File: src/potr_defines.svh
// Register indices, field positions, reset values and filter counts for potr_regs.
// Assumes a 32-bit Avalon-MM slave: byte address = 4 * register index.
`ifndef POTR_DEFINES_SVH
`define POTR_DEFINES_SVH

// Register indices (word offsets)
`define POTR_IDX_IRQ_EN    6'h0A
`define POTR_IDX_SUMMARY   6'h0B
`define POTR_IDX_CFG1      6'h0C
`define POTR_IDX_CFG2      6'h0D
`define POTR_IDX_OWN_STS   6'h20
`define POTR_IDX_OWN_MASK  6'h21
`define POTR_IDX_TIU_THR1  6'h22
`define POTR_IDX_TIU_THR2  6'h23
`define POTR_IDX_STATE     6'h24

// Configuration register fields
`define POTR_CFG_ALGO_BIT  7
`define POTR_CFG_TRACE_ACCEPT_COUNT_SEL_BIT  6
`define POTR_CFG_REMOTE_DEFECT_FILTER_DEPTH_BIT 3
`define POTR_CFG_PDI_MSB   2
`define POTR_CFG_PDI_LSB   0

// Reset values
`define POTR_IRQ_EN_RST    6'h00
`define POTR_PDI_RST       3'h6
`define POTR_TIU_THR_RST   8'h04

// Persistence and acceptance counts
`define POTR_RDI_CNT_LONG  4'hA
`define POTR_RDI_CNT_SHORT 4'h5
`define POTR_TRC_CNT_LONG  3'h5
`define POTR_TRC_CNT_SHORT 3'h3

`endif

File: src/potr_pkg.sv
// Types for the path overhead interrupt and configuration register block.
// Assumes potr_defines.svh supplies the numeric constants.
package potr_pkg;

  // Whole state of potr_regs, registered in one flop bank
  typedef struct packed {
    logic            ack;       // Bus access in its answer cycle
    logic [7:0]      rdata;     // Read data held for the answer cycle
    logic [5:0]      irq_en;    // Sub-unit interrupt enables
    logic [5:0]      summary;   // Sub-unit pending summary
    logic [1:0]      algo;      // Unstable counting algorithm select
    logic [1:0]      trace_accept_count_sel;      // Trace acceptance count select
    logic [1:0]      remote_defect_filter_depth;     // Remote defect filter depth select
    logic [1:0][2:0] pdi_code;  // Defect indication code
    logic [1:0][7:0] tiu_thr;   // Unstable threshold
    logic [3:0]      own_sts;   // Sticky block events
    logic [3:0]      own_mask;  // Event masks
    logic [1:0]      pdi;       // Defect indication detected
    logic [1:0][2:0] rdi_cand;  // Candidate remote defect code
    logic [1:0][3:0] rdi_cnt;   // Candidate persistence
    logic [1:0][2:0] rdi_acc;   // Accepted remote defect code
    logic [1:0][2:0] trc_cnt;   // Identical trace receptions
    logic [1:0]      trc_acc;   // Trace accepted pulse
    logic [1:0]      uns_run;   // Unstable counter started
    logic [1:0][7:0] uns_cnt;   // Unstable counter
    logic [1:0]      trace_identifier_unstable;       // Trace identifier unstable
    logic            irq_n;     // Interrupt pin, active low
  } potr_state_t;

endpackage

File: src/potr_regs.sv
// Interrupt summary, enables and per-unit path monitor configuration for
// path overhead processors and trace buffers, with small per-unit filters.
// Assumes all sub-unit inputs come from logic on i_clk; an Avalon-MM master.
//
// Operation
// [RL1] Enable register: six enables, reset zero
// [RL2] Masked sub-unit still flagged, pin quiet
// [RL3] Sub-unit disabled sources never reach summary
// [RL4] Read-only summary register, six flags, zero
// [RL5] Summary bit high while sub-unit pending
// [RL6] Software clears inside sub-unit, not here
// [RL7] Config registers for units one and two
// [RL8] Defect code resets to binary 110
// [RL9] Compare V5 or sign-extended C2 byte
// [RL10] Remote defect accepted after ten or five
// [RL11] Trace accepted after five or three
// [RL12] Algorithm high: count from first mismatch
// [RL13] Algorithm low: count every mismatch
// [RL14] Unstable when count exceeds threshold
// [RL15] One shared interrupt pin for enabled pending
// [RL16] Summary follows OR of enabled pending flags
// [RL17] Unused bits ignore writes, read zero
//
// Our own choice: the Avalon-MM slave port.
`timescale 1ns/100ps
`include "potr_defines.svh"

module potr_regs #(
  parameter int NUM_UNITS = 2  // Configurable units held here
) (
  // Clock and reset
  input  wire logic                  i_clk,
  input  wire logic                  i_rst_n,
  // Avalon-MM slave
  input  wire logic [7:0]            i_avs_address,
  input  wire logic                  i_avs_read,
  input  wire logic                  i_avs_write,
  input  wire logic [31:0]           i_avs_writedata,
  input  wire logic [3:0]            i_avs_byteenable,
  output logic      [31:0]           o_avs_readdata,
  output logic                       o_avs_waitrequest,
  // Enabled pending flags of the six sub-units
  input  wire logic [5:0]            i_subunit_pending,
  // Per-unit received overhead
  input  wire logic [1:0]            i_payload_tu3,
  input  wire logic [1:0]            i_v5_strobe,
  input  wire logic [1:0][2:0]       i_v5_pdi_bits,
  input  wire logic [1:0][7:0]       i_c2_byte,
  input  wire logic [1:0]            i_rdi_strobe,
  input  wire logic [1:0][2:0]       i_rdi_code,
  input  wire logic [1:0]            i_trace_strobe,
  input  wire logic [1:0]            i_trace_same,
  // Per-unit results
  output logic      [1:0]            o_path_defect_indication,
  output logic      [1:0][2:0]       o_rdi_accepted_code,
  output logic      [1:0]            o_trace_accept,
  output logic      [1:0]            o_trace_identifier_unstable,
  // Interrupt
  output logic                       o_interrupt_out_n
);

  potr_pkg::potr_state_t st_q;  // Registered state
  potr_pkg::potr_state_t st_d;  // Next state

  // Register index select, used by both read and write decode
  function automatic logic potr_sel(input logic [7:0] addr, input logic [5:0] idx);
    potr_sel = (addr[7:2] == idx) && (addr[1:0] == 2'h0);
  endfunction

  // Defect code match; TU3 uses the code sign-extended from its top bit to a byte
  function automatic logic potr_pdi_hit(input logic tu3, input logic [2:0] code,
                                        input logic [2:0] v5, input logic [7:0] c2);
    potr_pdi_hit = tu3 ? (c2 == {{5{code[2]}}, code}) : (v5 == code);
  endfunction

  logic        req;      // Request present
  logic        wr_ok;    // Write takes effect this edge
  logic [7:0]  wdat;     // Low byte of write data
  logic [3:0]  rdi_lim [2];  // Persistence limit per unit
  logic [2:0]  trc_lim [2];  // Acceptance limit per unit

  assign req  = i_avs_read | i_avs_write;
  assign wdat = i_avs_writedata[7:0];
  // Write lands at the edge where waitrequest is low; byte lane 0 carries data
  assign wr_ok = i_avs_write & st_q.ack & i_avs_byteenable[0];

  // Wait one cycle on every access so read data comes from a flop
  assign o_avs_waitrequest = req & ~st_q.ack;
  assign o_avs_readdata    = {24'h000000, st_q.rdata};

  // Limits from the configuration bits
  always_comb begin
    for (int u = 0; u < NUM_UNITS; u++) begin
      rdi_lim[u] = st_q.remote_defect_filter_depth[u] ? `POTR_RDI_CNT_LONG : `POTR_RDI_CNT_SHORT;  // [RL10]
      trc_lim[u] = st_q.trace_accept_count_sel[u] ? `POTR_TRC_CNT_LONG : `POTR_TRC_CNT_SHORT;   // [RL11]
    end
  end

  // Next-state logic for bus, registers, filters and interrupt
  always_comb begin
    logic [3:0] ev;   // Events raised this cycle
    logic [3:0] w1c;  // Status bits written one
    ev     = 4'h0;
    w1c    = 4'h0;
    st_d   = st_q;
    // Bus handshake: ack high for exactly the answer cycle
    st_d.ack = req & ~st_q.ack;
    // Read mux captured in the wait cycle
    if (req & ~st_q.ack) begin
      st_d.rdata = 8'h00;  // Unmapped addresses read zero
      if (potr_sel(i_avs_address, `POTR_IDX_IRQ_EN)) begin
        st_d.rdata = {2'h0, st_q.irq_en};  // [RL17]
      end else if (potr_sel(i_avs_address, `POTR_IDX_SUMMARY)) begin
        st_d.rdata = {2'h0, st_q.summary};  // [RL4]
      end else if (potr_sel(i_avs_address, `POTR_IDX_CFG1)) begin
        st_d.rdata = {st_q.algo[0], st_q.trace_accept_count_sel[0], 2'h0, st_q.remote_defect_filter_depth[0], st_q.pdi_code[0]};
      end else if (potr_sel(i_avs_address, `POTR_IDX_CFG2)) begin
        st_d.rdata = {st_q.algo[1], st_q.trace_accept_count_sel[1], 2'h0, st_q.remote_defect_filter_depth[1], st_q.pdi_code[1]};
      end else if (potr_sel(i_avs_address, `POTR_IDX_OWN_STS)) begin
        st_d.rdata = {4'h0, st_q.own_sts};
      end else if (potr_sel(i_avs_address, `POTR_IDX_OWN_MASK)) begin
        st_d.rdata = {4'h0, st_q.own_mask};
      end else if (potr_sel(i_avs_address, `POTR_IDX_TIU_THR1)) begin
        st_d.rdata = st_q.tiu_thr[0];
      end else if (potr_sel(i_avs_address, `POTR_IDX_TIU_THR2)) begin
        st_d.rdata = st_q.tiu_thr[1];
      end else if (potr_sel(i_avs_address, `POTR_IDX_STATE)) begin
        st_d.rdata = {2'h0, st_q.trace_identifier_unstable, st_q.trc_acc, st_q.pdi};
      end
    end
    // Register writes; reading the summary clears nothing
    if (wr_ok) begin
      if (potr_sel(i_avs_address, `POTR_IDX_IRQ_EN)) begin
        st_d.irq_en = wdat[5:0];  // [RL1] [RL17]
      end else if (potr_sel(i_avs_address, `POTR_IDX_CFG1)) begin
        st_d.algo[0]     = wdat[`POTR_CFG_ALGO_BIT];  // [RL7]
        st_d.trace_accept_count_sel[0]     = wdat[`POTR_CFG_TRACE_ACCEPT_COUNT_SEL_BIT];
        st_d.remote_defect_filter_depth[0]    = wdat[`POTR_CFG_REMOTE_DEFECT_FILTER_DEPTH_BIT];
        st_d.pdi_code[0] = wdat[`POTR_CFG_PDI_MSB:`POTR_CFG_PDI_LSB];
      end else if (potr_sel(i_avs_address, `POTR_IDX_CFG2)) begin
        st_d.algo[1]     = wdat[`POTR_CFG_ALGO_BIT];  // [RL7]
        st_d.trace_accept_count_sel[1]     = wdat[`POTR_CFG_TRACE_ACCEPT_COUNT_SEL_BIT];
        st_d.remote_defect_filter_depth[1]    = wdat[`POTR_CFG_REMOTE_DEFECT_FILTER_DEPTH_BIT];
        st_d.pdi_code[1] = wdat[`POTR_CFG_PDI_MSB:`POTR_CFG_PDI_LSB];
      end else if (potr_sel(i_avs_address, `POTR_IDX_OWN_STS)) begin
        w1c = wdat[3:0];
      end else if (potr_sel(i_avs_address, `POTR_IDX_OWN_MASK)) begin
        st_d.own_mask = wdat[3:0];
      end else if (potr_sel(i_avs_address, `POTR_IDX_TIU_THR1)) begin
        st_d.tiu_thr[0] = wdat;
      end else if (potr_sel(i_avs_address, `POTR_IDX_TIU_THR2)) begin
        st_d.tiu_thr[1] = wdat;
      end
    end
    // Summary tracks the sub-units' own enabled flags, so it drops when they clear
    st_d.summary = i_subunit_pending;  // [RL3] [RL5] [RL16]
    // Per-unit filters
    st_d.trc_acc = 2'h0;
    for (int u = 0; u < NUM_UNITS; u++) begin
      // Defect indication sampled on each overhead byte
      if (i_v5_strobe[u]) begin
        st_d.pdi[u] = potr_pdi_hit(i_payload_tu3[u], st_q.pdi_code[u],
                                   i_v5_pdi_bits[u], i_c2_byte[u]);  // [RL9]
      end
      // Remote defect persistence: a change restarts the run at one
      if (i_rdi_strobe[u]) begin
        if (i_rdi_code[u] != st_q.rdi_cand[u]) begin
          st_d.rdi_cand[u] = i_rdi_code[u];
          st_d.rdi_cnt[u]  = 4'h1;
        end else if (st_q.rdi_cnt[u] < rdi_lim[u]) begin
          st_d.rdi_cnt[u] = st_q.rdi_cnt[u] + 4'h1;
        end
        // Accept once the run reaches the depth
        if ((st_d.rdi_cnt[u] >= rdi_lim[u]) && (st_q.rdi_acc[u] != st_d.rdi_cand[u])) begin
          st_d.rdi_acc[u] = st_d.rdi_cand[u];  // [RL10]
          ev[2 + u]       = 1'b1;
        end
      end
      // Trace acceptance and unstable counting
      if (i_trace_strobe[u]) begin
        if (!i_trace_same[u]) begin
          st_d.trc_cnt[u] = 3'h1;
          st_d.uns_run[u] = 1'b1;
          // Both algorithms count the mismatch itself, saturating
          if (st_q.uns_cnt[u] != 8'hFF) begin
            st_d.uns_cnt[u] = st_q.uns_cnt[u] + 8'h01;  // [RL13]
          end
        end else begin
          if (st_q.trc_cnt[u] < trc_lim[u]) begin
            st_d.trc_cnt[u] = st_q.trc_cnt[u] + 3'h1;
          end
          // Once started, the high algorithm keeps counting every identifier
          if (st_q.algo[u] && st_q.uns_run[u] && (st_q.uns_cnt[u] != 8'hFF)) begin
            st_d.uns_cnt[u] = st_q.uns_cnt[u] + 8'h01;  // [RL12]
          end
          // Acceptance clears the counter under either algorithm
          if ((st_q.trc_cnt[u] + 3'h1) == trc_lim[u]) begin
            st_d.trc_acc[u] = 1'b1;  // [RL11]
            st_d.uns_cnt[u] = 8'h00;  // [RL12] [RL13]
            st_d.uns_run[u] = 1'b0;
          end
        end
      end
      st_d.trace_identifier_unstable[u] = st_d.uns_cnt[u] > st_q.tiu_thr[u];  // [RL14]
      ev[u]       = st_d.trace_identifier_unstable[u] & ~st_q.trace_identifier_unstable[u];
    end
    // Sticky events: a new event wins over a same-cycle clear
    st_d.own_sts = (st_q.own_sts & ~w1c) | ev;
    // Pin gated by the summary enables; masked sub-units stay flagged
    st_d.irq_n = ~(|(st_q.summary & st_q.irq_en) | |(st_q.own_sts & st_q.own_mask));  // [RL2] [RL15]
  end

  // State register; configuration takes its documented defaults
  always_ff @(posedge i_clk or negedge i_rst_n) begin
    if (!i_rst_n) begin
      st_q          <= '0;
      st_q.irq_en   <= `POTR_IRQ_EN_RST;  // [RL1]
      st_q.pdi_code <= {`POTR_PDI_RST, `POTR_PDI_RST};  // [RL8]
      st_q.tiu_thr  <= {`POTR_TIU_THR_RST, `POTR_TIU_THR_RST};
      st_q.irq_n    <= 1'b1;
    end else begin
      st_q <= st_d;
    end
  end

  // Outputs straight from flops
  assign o_path_defect_indication    = st_q.pdi;
  assign o_rdi_accepted_code         = st_q.rdi_acc;
  assign o_trace_accept              = st_q.trc_acc;
  assign o_trace_identifier_unstable = st_q.trace_identifier_unstable;
  assign o_interrupt_out_n           = st_q.irq_n;

  logic own_act;  // Some unmasked block event pending
  assign own_act = |(st_q.own_sts & st_q.own_mask);

  // Per-unit filter checks; expectations are rebuilt from the inputs and registered state, not the next-state logic
  for (genvar g = 0; g < NUM_UNITS; g++) begin : g_chk

  end
endmodule

File: config.mk
export PLATFORM = sky130hd
export DESIGN_NAME = potr_regs
export DESIGN_NICKNAME = d
export VERILOG_FILES = /design/src/potr_pkg.sv /design/src/potr_regs.sv
export VERILOG_INCLUDE_DIRS = /design/src
export SDC_FILE = /design/constraint.sdc
export NUM_CORES = 1
export LEC_CHECK = 0
export CAP_MARGIN = 20
export CORE_ASPECT_RATIO = 0.7
export CORE_MARGIN = 2
export CORE_UTILIZATION = 45
export CTS_CLUSTER_SIZE = 40
export DETAILED_ROUTE_END_ITERATION = 7
export DONT_BUFFER_PORTS = 1
export SETUP_SLACK_MARGIN = 0.15
export SLEW_MARGIN = 10
export SYNTH_ARGS = -nofsm -noshare
export SYNTH_HDL_FRONTEND = slang
export SYNTH_SLANG_ARGS = --single-unit
File: constraint.sdc
create_clock -name i_clk -period 6.06 [get_ports i_clk]
set_input_delay 0.606 -clock i_clk [delete_from_list [all_inputs] [get_ports i_clk]]
set_output_delay 0.606 -clock i_clk [all_outputs]
set_load 0.05 [all_outputs]
=== After elaboration in Yosys (flattened, before gate mapping) ===
Cells that the tools add are included.

* Register bits after elaboration: 108
* Bits in latches: 0
* Memory bits (writable): 0
* ROM bits: 0
* Input bits: 92
* Memories kept: 0

* $add $sub $neg: 6
* $mul: 0
* Div/mod/pow operators: 0
* Magnitude comparators: 8
* Eq/ne operators: 25
* Shifts and indexed selects: 0
* Mux-type cells: 58
* Bitwise operators: 22
* Reductions and logical operators: 30

{| class="wikitable"
|+ Operators by type and width
! kind !! count
|-
| $mux 8 || 18
|-
| $mux 4 || 13
|-
| $eq 6x6->1 const B || 5
|-
| $mux 3 || 10
|-
| $eq 6x4->1 const B || 4
|-
| $add 8x1->8 const B || 2
|-
| $eq 8x8->1 || 2
|-
| $gt 8x8->1 || 2
|-
| $mux 1 || 16
|-
| $ne 8x8->1 const B || 2
|-
| $logic_and 1x1->1 || 15
|-
| $reduce_and 2->1 || 7
|-
| $eq 3x3->1 || 4
|-
| $ne 3x3->1 || 4
|-
| $not 1->1 || 10
|-
| $add 4x1->4 const B || 2
|-
| $and 4x4->4 || 2
|-
| $ge 4x4->1 || 2
|-
| $lt 4x4->1 || 2
|-
| $ne 2x1->1 const B || 4
|-
| $reduce_and 8->1 || 1
|-
| $reduce_and 7->1 || 1
|-
| $add 3x1->3 const B || 2
|-
| $and 6x6->6 || 1
|-
| 12 further kinds || 18
|}

=== Logic depth before layout (Yosys ltp) ===
* Depth after elaboration: 11
* Depth in mapped cells: 13

=== Worst setup path after synthesis ===
OpenSTA, ideal clock, no wires.

* Path type: reg2reg
* Start point: reg st_q[81] (netlist bit)
* End point: reg st_q (netlist bit o_rdi_accepted_code[0])
* Data arrival time: 2977 ps
* Setup slack: 2959 ps
* Stages on the path, launching flop included: 13
* Clock period less this slack: 3101 ps
* Path through: dfrtp_1 inv_1 ha_1 o21ai_0 a211oi_1 xnor2_1 nor2_1 ha_1 nand2b_1 a21o_1 a211o_1 o211ai_1 mux2_2

* Longest elaborated chain between the ends: 8

{| class="wikitable"
|+ Ends and longest elaborated chain
! item !! line !! text
|-
| from (decl) || potr_regs.sv:62 || <nowiki>potr_pkg::potr_state_t st_q;</nowiki>
|-
| from (signal assigned) || potr_regs.sv:222 || <nowiki>st_q <= st_d;</nowiki>
|-
| $mux 4 (no line) (*) || n/a ||
|-
| $lt 4x4->1 || potr_regs.sv:170 || <nowiki>end else if (st_q.rdi_cnt[u] < rdi_lim[u]) begin</nowiki>
|-
| $mux 4 || potr_regs.sv:170 ||
|-
| $mux 4 || potr_regs.sv:167 || <nowiki>if (i_rdi_code[u] != st_q.rdi_cand[u]) begin</nowiki>
|-
| $mux 4 || potr_regs.sv:166 || <nowiki>if (i_rdi_strobe[u]) begin</nowiki>
|-
| $ge 4x4->1 (*) || potr_regs.sv:174 || <nowiki>if ((st_d.rdi_cnt[u] >= rdi_lim[u]) && (st_q.rdi_acc[u] != st_d.rdi_cand[u])) begin</nowiki>
|-
| $logic_and 1x1->1 (*) || potr_regs.sv:174 ||
|-
| $reduce_and 2->1 (no line) (*) || n/a ||
|}

Every way passes the cells marked *; elsewhere a longest branch is shown, timed or not. The select of a mux whose other input is x is not followed.
A chain may end at the register's enable or synchronous reset.

=== Worst setup path after layout ===
* Start point: reg st_q[82] (netlist bit)
* End point: reg st_q (netlist bit o_rdi_accepted_code[5])

Same word-level chain as after synthesis.

==> impl_metrics.yaml <==
outcome:
  status: "complete, no violations"
yosys:
  ys_warn_count: 0
  ys_seq_area_share_pct: 38.77
  ys.flop_type: "dfrtp_1"
  ys_types: 69
  syn_area_per_cell_um2: 9.593
  syn_inst: 729
  async_flop_share_pct: 100.0
  syn_area_um2: 6993
  ys_seq_elements: 108
  synth-edff-count: 0
hold_path:
  hold_class: "in -> async"
global_route:
  grt_pass1_wl_um: 28490
  grt_usage_pct: 21.84
  grt_max_degree: 102
  grt_pass1_vias: 5196
  grt_overflow: 0
  antenna_found_initial: 0
critical_path:
  critical-path-top-delay-family: "compound AO/OA/AOI/OAI gates"
  crit_slowest_cell: "a211oi_1"
  reg2reg_depth: 12
  worstPathRequired_ns: 6.29
  crit_path_max_incr_delay_ns: 0.81
  r2r_slack_ns: 2.39
  crit_type: "reg -> reg"
  path_cells: "inv_1, ha_1, nor3_1, a211oi_1, xnor2_1, nor2_1, ha_1, nand2b_1, a21o_1, a211o_1, o211ai_1, mux2_2"
  setup.worst_path.end_class: "flip-flop"
  cpMostUsedCell: "ha_1"
  critical_path_buf_inv_count: 1
  r2r_end: "o_rdi_accepted_code[5]$_DFFE_PN0P_"
  cp.arrival_ns: 3.91
  start_kind: "flip-flop"
  r2r_start: "st_q[82]$_DFFE_PN0P_"
  path_max_fanout: 7
finish:
  finalNonFillerCells: 903
  fillers: 1431
  drive_above_1_share_pct: 11.10
  seqCellArea_um2: 2711
  area_growth_pct: 3.596
  multi_input_area_um2: 3826
  nets: 830
  design_area_um2: 7244
  antenna_cells: 0
sta:
  worst_slack_ns: 2.387
  fin_crit_ns: 3.673
  slew_violations: 0
  fin_worst_skew_ns: 0.01039
  setup_viol: 0
  max_freq_mhz: 272.3
  maxSlewHeadroom_pct: 35.83
  hold_viol: 0
  rsz0062_at_grt: "no"
  worst_pin_slew_ns: 0.9568
  period_share_pct: 60.61
  setup_tns_ns: 0
power:
  power_density_nw_per_um2: 286.2
  power.leakage_nw: 3.232
  peakVddDrop_uv: 135.9
  power_mw: 2.073
clock_network:
  cts_num_sinks: 108
  cts.clk_slew.worst_paths_ns: 0.07
  cts-buffers-inserted: 9
  cts_tree: "built"
  cts_buffer_depth: 2
  htreeDepth: 3
  root_buffer: "clkbuf_16"
  clock_latency_ns: 0.35
  post_cts_buffers: 0
route:
  dr.first_iter.drc_count: 352
  wirelength_um: 17790
  route.vias.total: 5465
  wire_per_inst_um: 19.70
  drtAntennaViolNets: 0
  drc_errors: 0
  viasPerCell: 6.052
  first_pass_iters: 5
floorplanning:
  core_area_um2: 15360
  die_w_um: 153.0
  die_h_um: 108.3
  rows: 38
  pin_count: 138
  fp.dieArea_um2: 16570
  floorplan.initialDensity_pct: 45.54
place:
  io_buffers: 0
  place_ws_ns: 2.409
  gp_congestion: 0.8889
  dp_cells: 884
  hpwl_um: 13070
  placed_area_um2: 6900
run:
  cap_viol_max_count: 0
routing by layer:
layer	wire (um)	part of all wire, %	track usage, %	up-vias
met3	1276	7.2	5.812	18
met1	8205	46	30.58	2730
met5	0	0	0	-
met4	214	1.2	4.497	0
met2	8096	46	34.37	162
li1	-	-	-	2555
per-stage QoR:
stage          util, %  hold WS, ns
6_report         47.17      0.09717
5_1_grt          47.17      0.08072
4_1_cts          47.11      0.08775
3_5_place_dp     44.93       0.3137
3_3_place_gp     44.93       0.3133
2_1_floorplan        -       0.3104
sequential cells by signal, summed over array words and instances (netlist names):
register,count
o_avs_readdata,8
o_path_defect_indication,2
o_trace_identifier_unstable,2
o_rdi_accepted_code,6
o_interrupt_out_n,1
o_trace_accept,2
st_q,87
where the power goes:
group / internal [mW] / total [mW] / switching [mW] / leakage, nW
clock: 0.345 / 0.610 / 0.265 / 0.146
combinational: 0.240 / 0.522 / 0.283 / 1.74
sequential: 0.802 / 0.941 / 0.140 / 1.34
cell usage in the layout (no fill, tap or decap), drive strengths merged, types with 5 or more instances in the layout:
cell     instances
xor2            12
a21o            11
nor2b            8
ha              40
o211ai           5
inv             25
xnor2           23
o21ai           51
a211oi           6
and4             5
a221oi           5
nand2           47
nand4           12
and3             5
nand2b           8
o21a            11
a31oi            8
nor4             8
nand3           22
nor3            25
o2bb2ai          5
clkbuf          15
dfstp            7
a22o            14
dfrtp          101
nor2            44
conb            24
a21oi           35
mux2i            9
mux2            43
Yosys cell counts (3+ instances only):
library cell | instances | area, um2
dfrtp_1 | 101 | 2527
o21ai_0 | 51 | 255.2
nand2_1 | 47 | 176.4
buf_4 | 44 | 330.3
mux2_2 | 43 | 484.2
nor2_1 | 43 | 161.4
ha_1 | 40 | 500.5
a21oi_1 | 35 | 175.2
inv_1 | 25 | 93.84
nor3_1 | 24 | 120.1
xnor2_1 | 23 | 201.4
clkbuf_1 | 22 | 82.58
nand3_1 | 22 | 110.1
a22o_1 | 14 | 122.6
nand4_1 | 12 | 75.07
xor2_1 | 12 | 105.1
a21o_1 | 11 | 82.58
o21a_1 | 11 | 82.58
mux2i_1 | 9 | 90.09
a31oi_1 | 8 | 50.05
nand2b_1 | 8 | 50.05
nor2b_1 | 8 | 50.05
nor4_1 | 8 | 50.05
dfstp_2 | 7 | 183.9
a211oi_1 | 6 | 45.04
a221oi_1 | 5 | 43.79
and3_1 | 5 | 31.28
and4_1 | 5 | 43.79
o211ai_1 | 5 | 37.54
o2bb2ai_1 | 5 | 43.79
a211o_1 | 4 | 35.03
a41oi_1 | 4 | 35.03
o21bai_1 | 4 | 30.03
o22ai_1 | 4 | 25.02
a22oi_1 | 3 | 22.52
nor3b_1 | 3 | 22.52
o221ai_1 | 3 | 26.28
o31ai_1 | 3 | 22.52
worst max-delay path by stage:
stage                               startpoint                            endpoint  slack [ns]  depth (start not counted)
final                     st_q[82]$_DFFE_PN0P_  o_rdi_accepted_code[5]$_DFFE_PN0P_        2.39                         12
after floorplan           st_q[81]$_DFFE_PN0P_  o_rdi_accepted_code[0]$_DFFE_PN0P_        2.96                         12
after global placement    st_q[81]$_DFFE_PN0P_  o_rdi_accepted_code[0]$_DFFE_PN0P_        2.62                         12
after detailed placement  st_q[82]$_DFFE_PN0P_  o_rdi_accepted_code[5]$_DFFE_PN0P_        2.41                         12
after global routing      st_q[82]$_DFFE_PN0P_  o_rdi_accepted_code[5]$_DFFE_PN0P_        2.21                         12
after CTS                 st_q[82]$_DFFE_PN0P_  o_rdi_accepted_code[5]$_DFFE_PN0P_        2.39                         12
area by class of cell:
class / count / area share (%)
Multi-Input combinational cell: 548 / 52.82
Sequential cell: 108 / 37.43
Clock buffer: 13 / 3.592
Tap cell: 200 / 3.454
Inverter: 26 / 1.347
Timing Repair Buffer: 5 / 0.7254
Clock inverter: 3 / 0.6390
logic make-up (layout without fill, tap and decap cells):
kind of cell | after synthesis | count (layout) | share of synthesized area [%]
XOR/XNOR | 35 | 35 | 4.384
AND/OR/NAND/NOR | 201 | 201 | 14.76
AO/OA/AOI/OAI | 196 | 196 | 18.91
adder cells (fa/ha/maj) | 40 | 40 | 7.157
other | 1 | 24 | 0.05363
flip-flops | 108 | 108 | 38.77
multiplexers | 52 | 52 | 8.213
buffers and inverters | 96 | 47 | 7.747
timing repair:
item | in CTS | in global routing
gates resized for setup | 0 | 0
hold endpoints to repair | 101 | 0
hold buffers | 1 | 0
endpoints found under the setup margin | 0 | 0
Power figures use the tool's default switching activity.
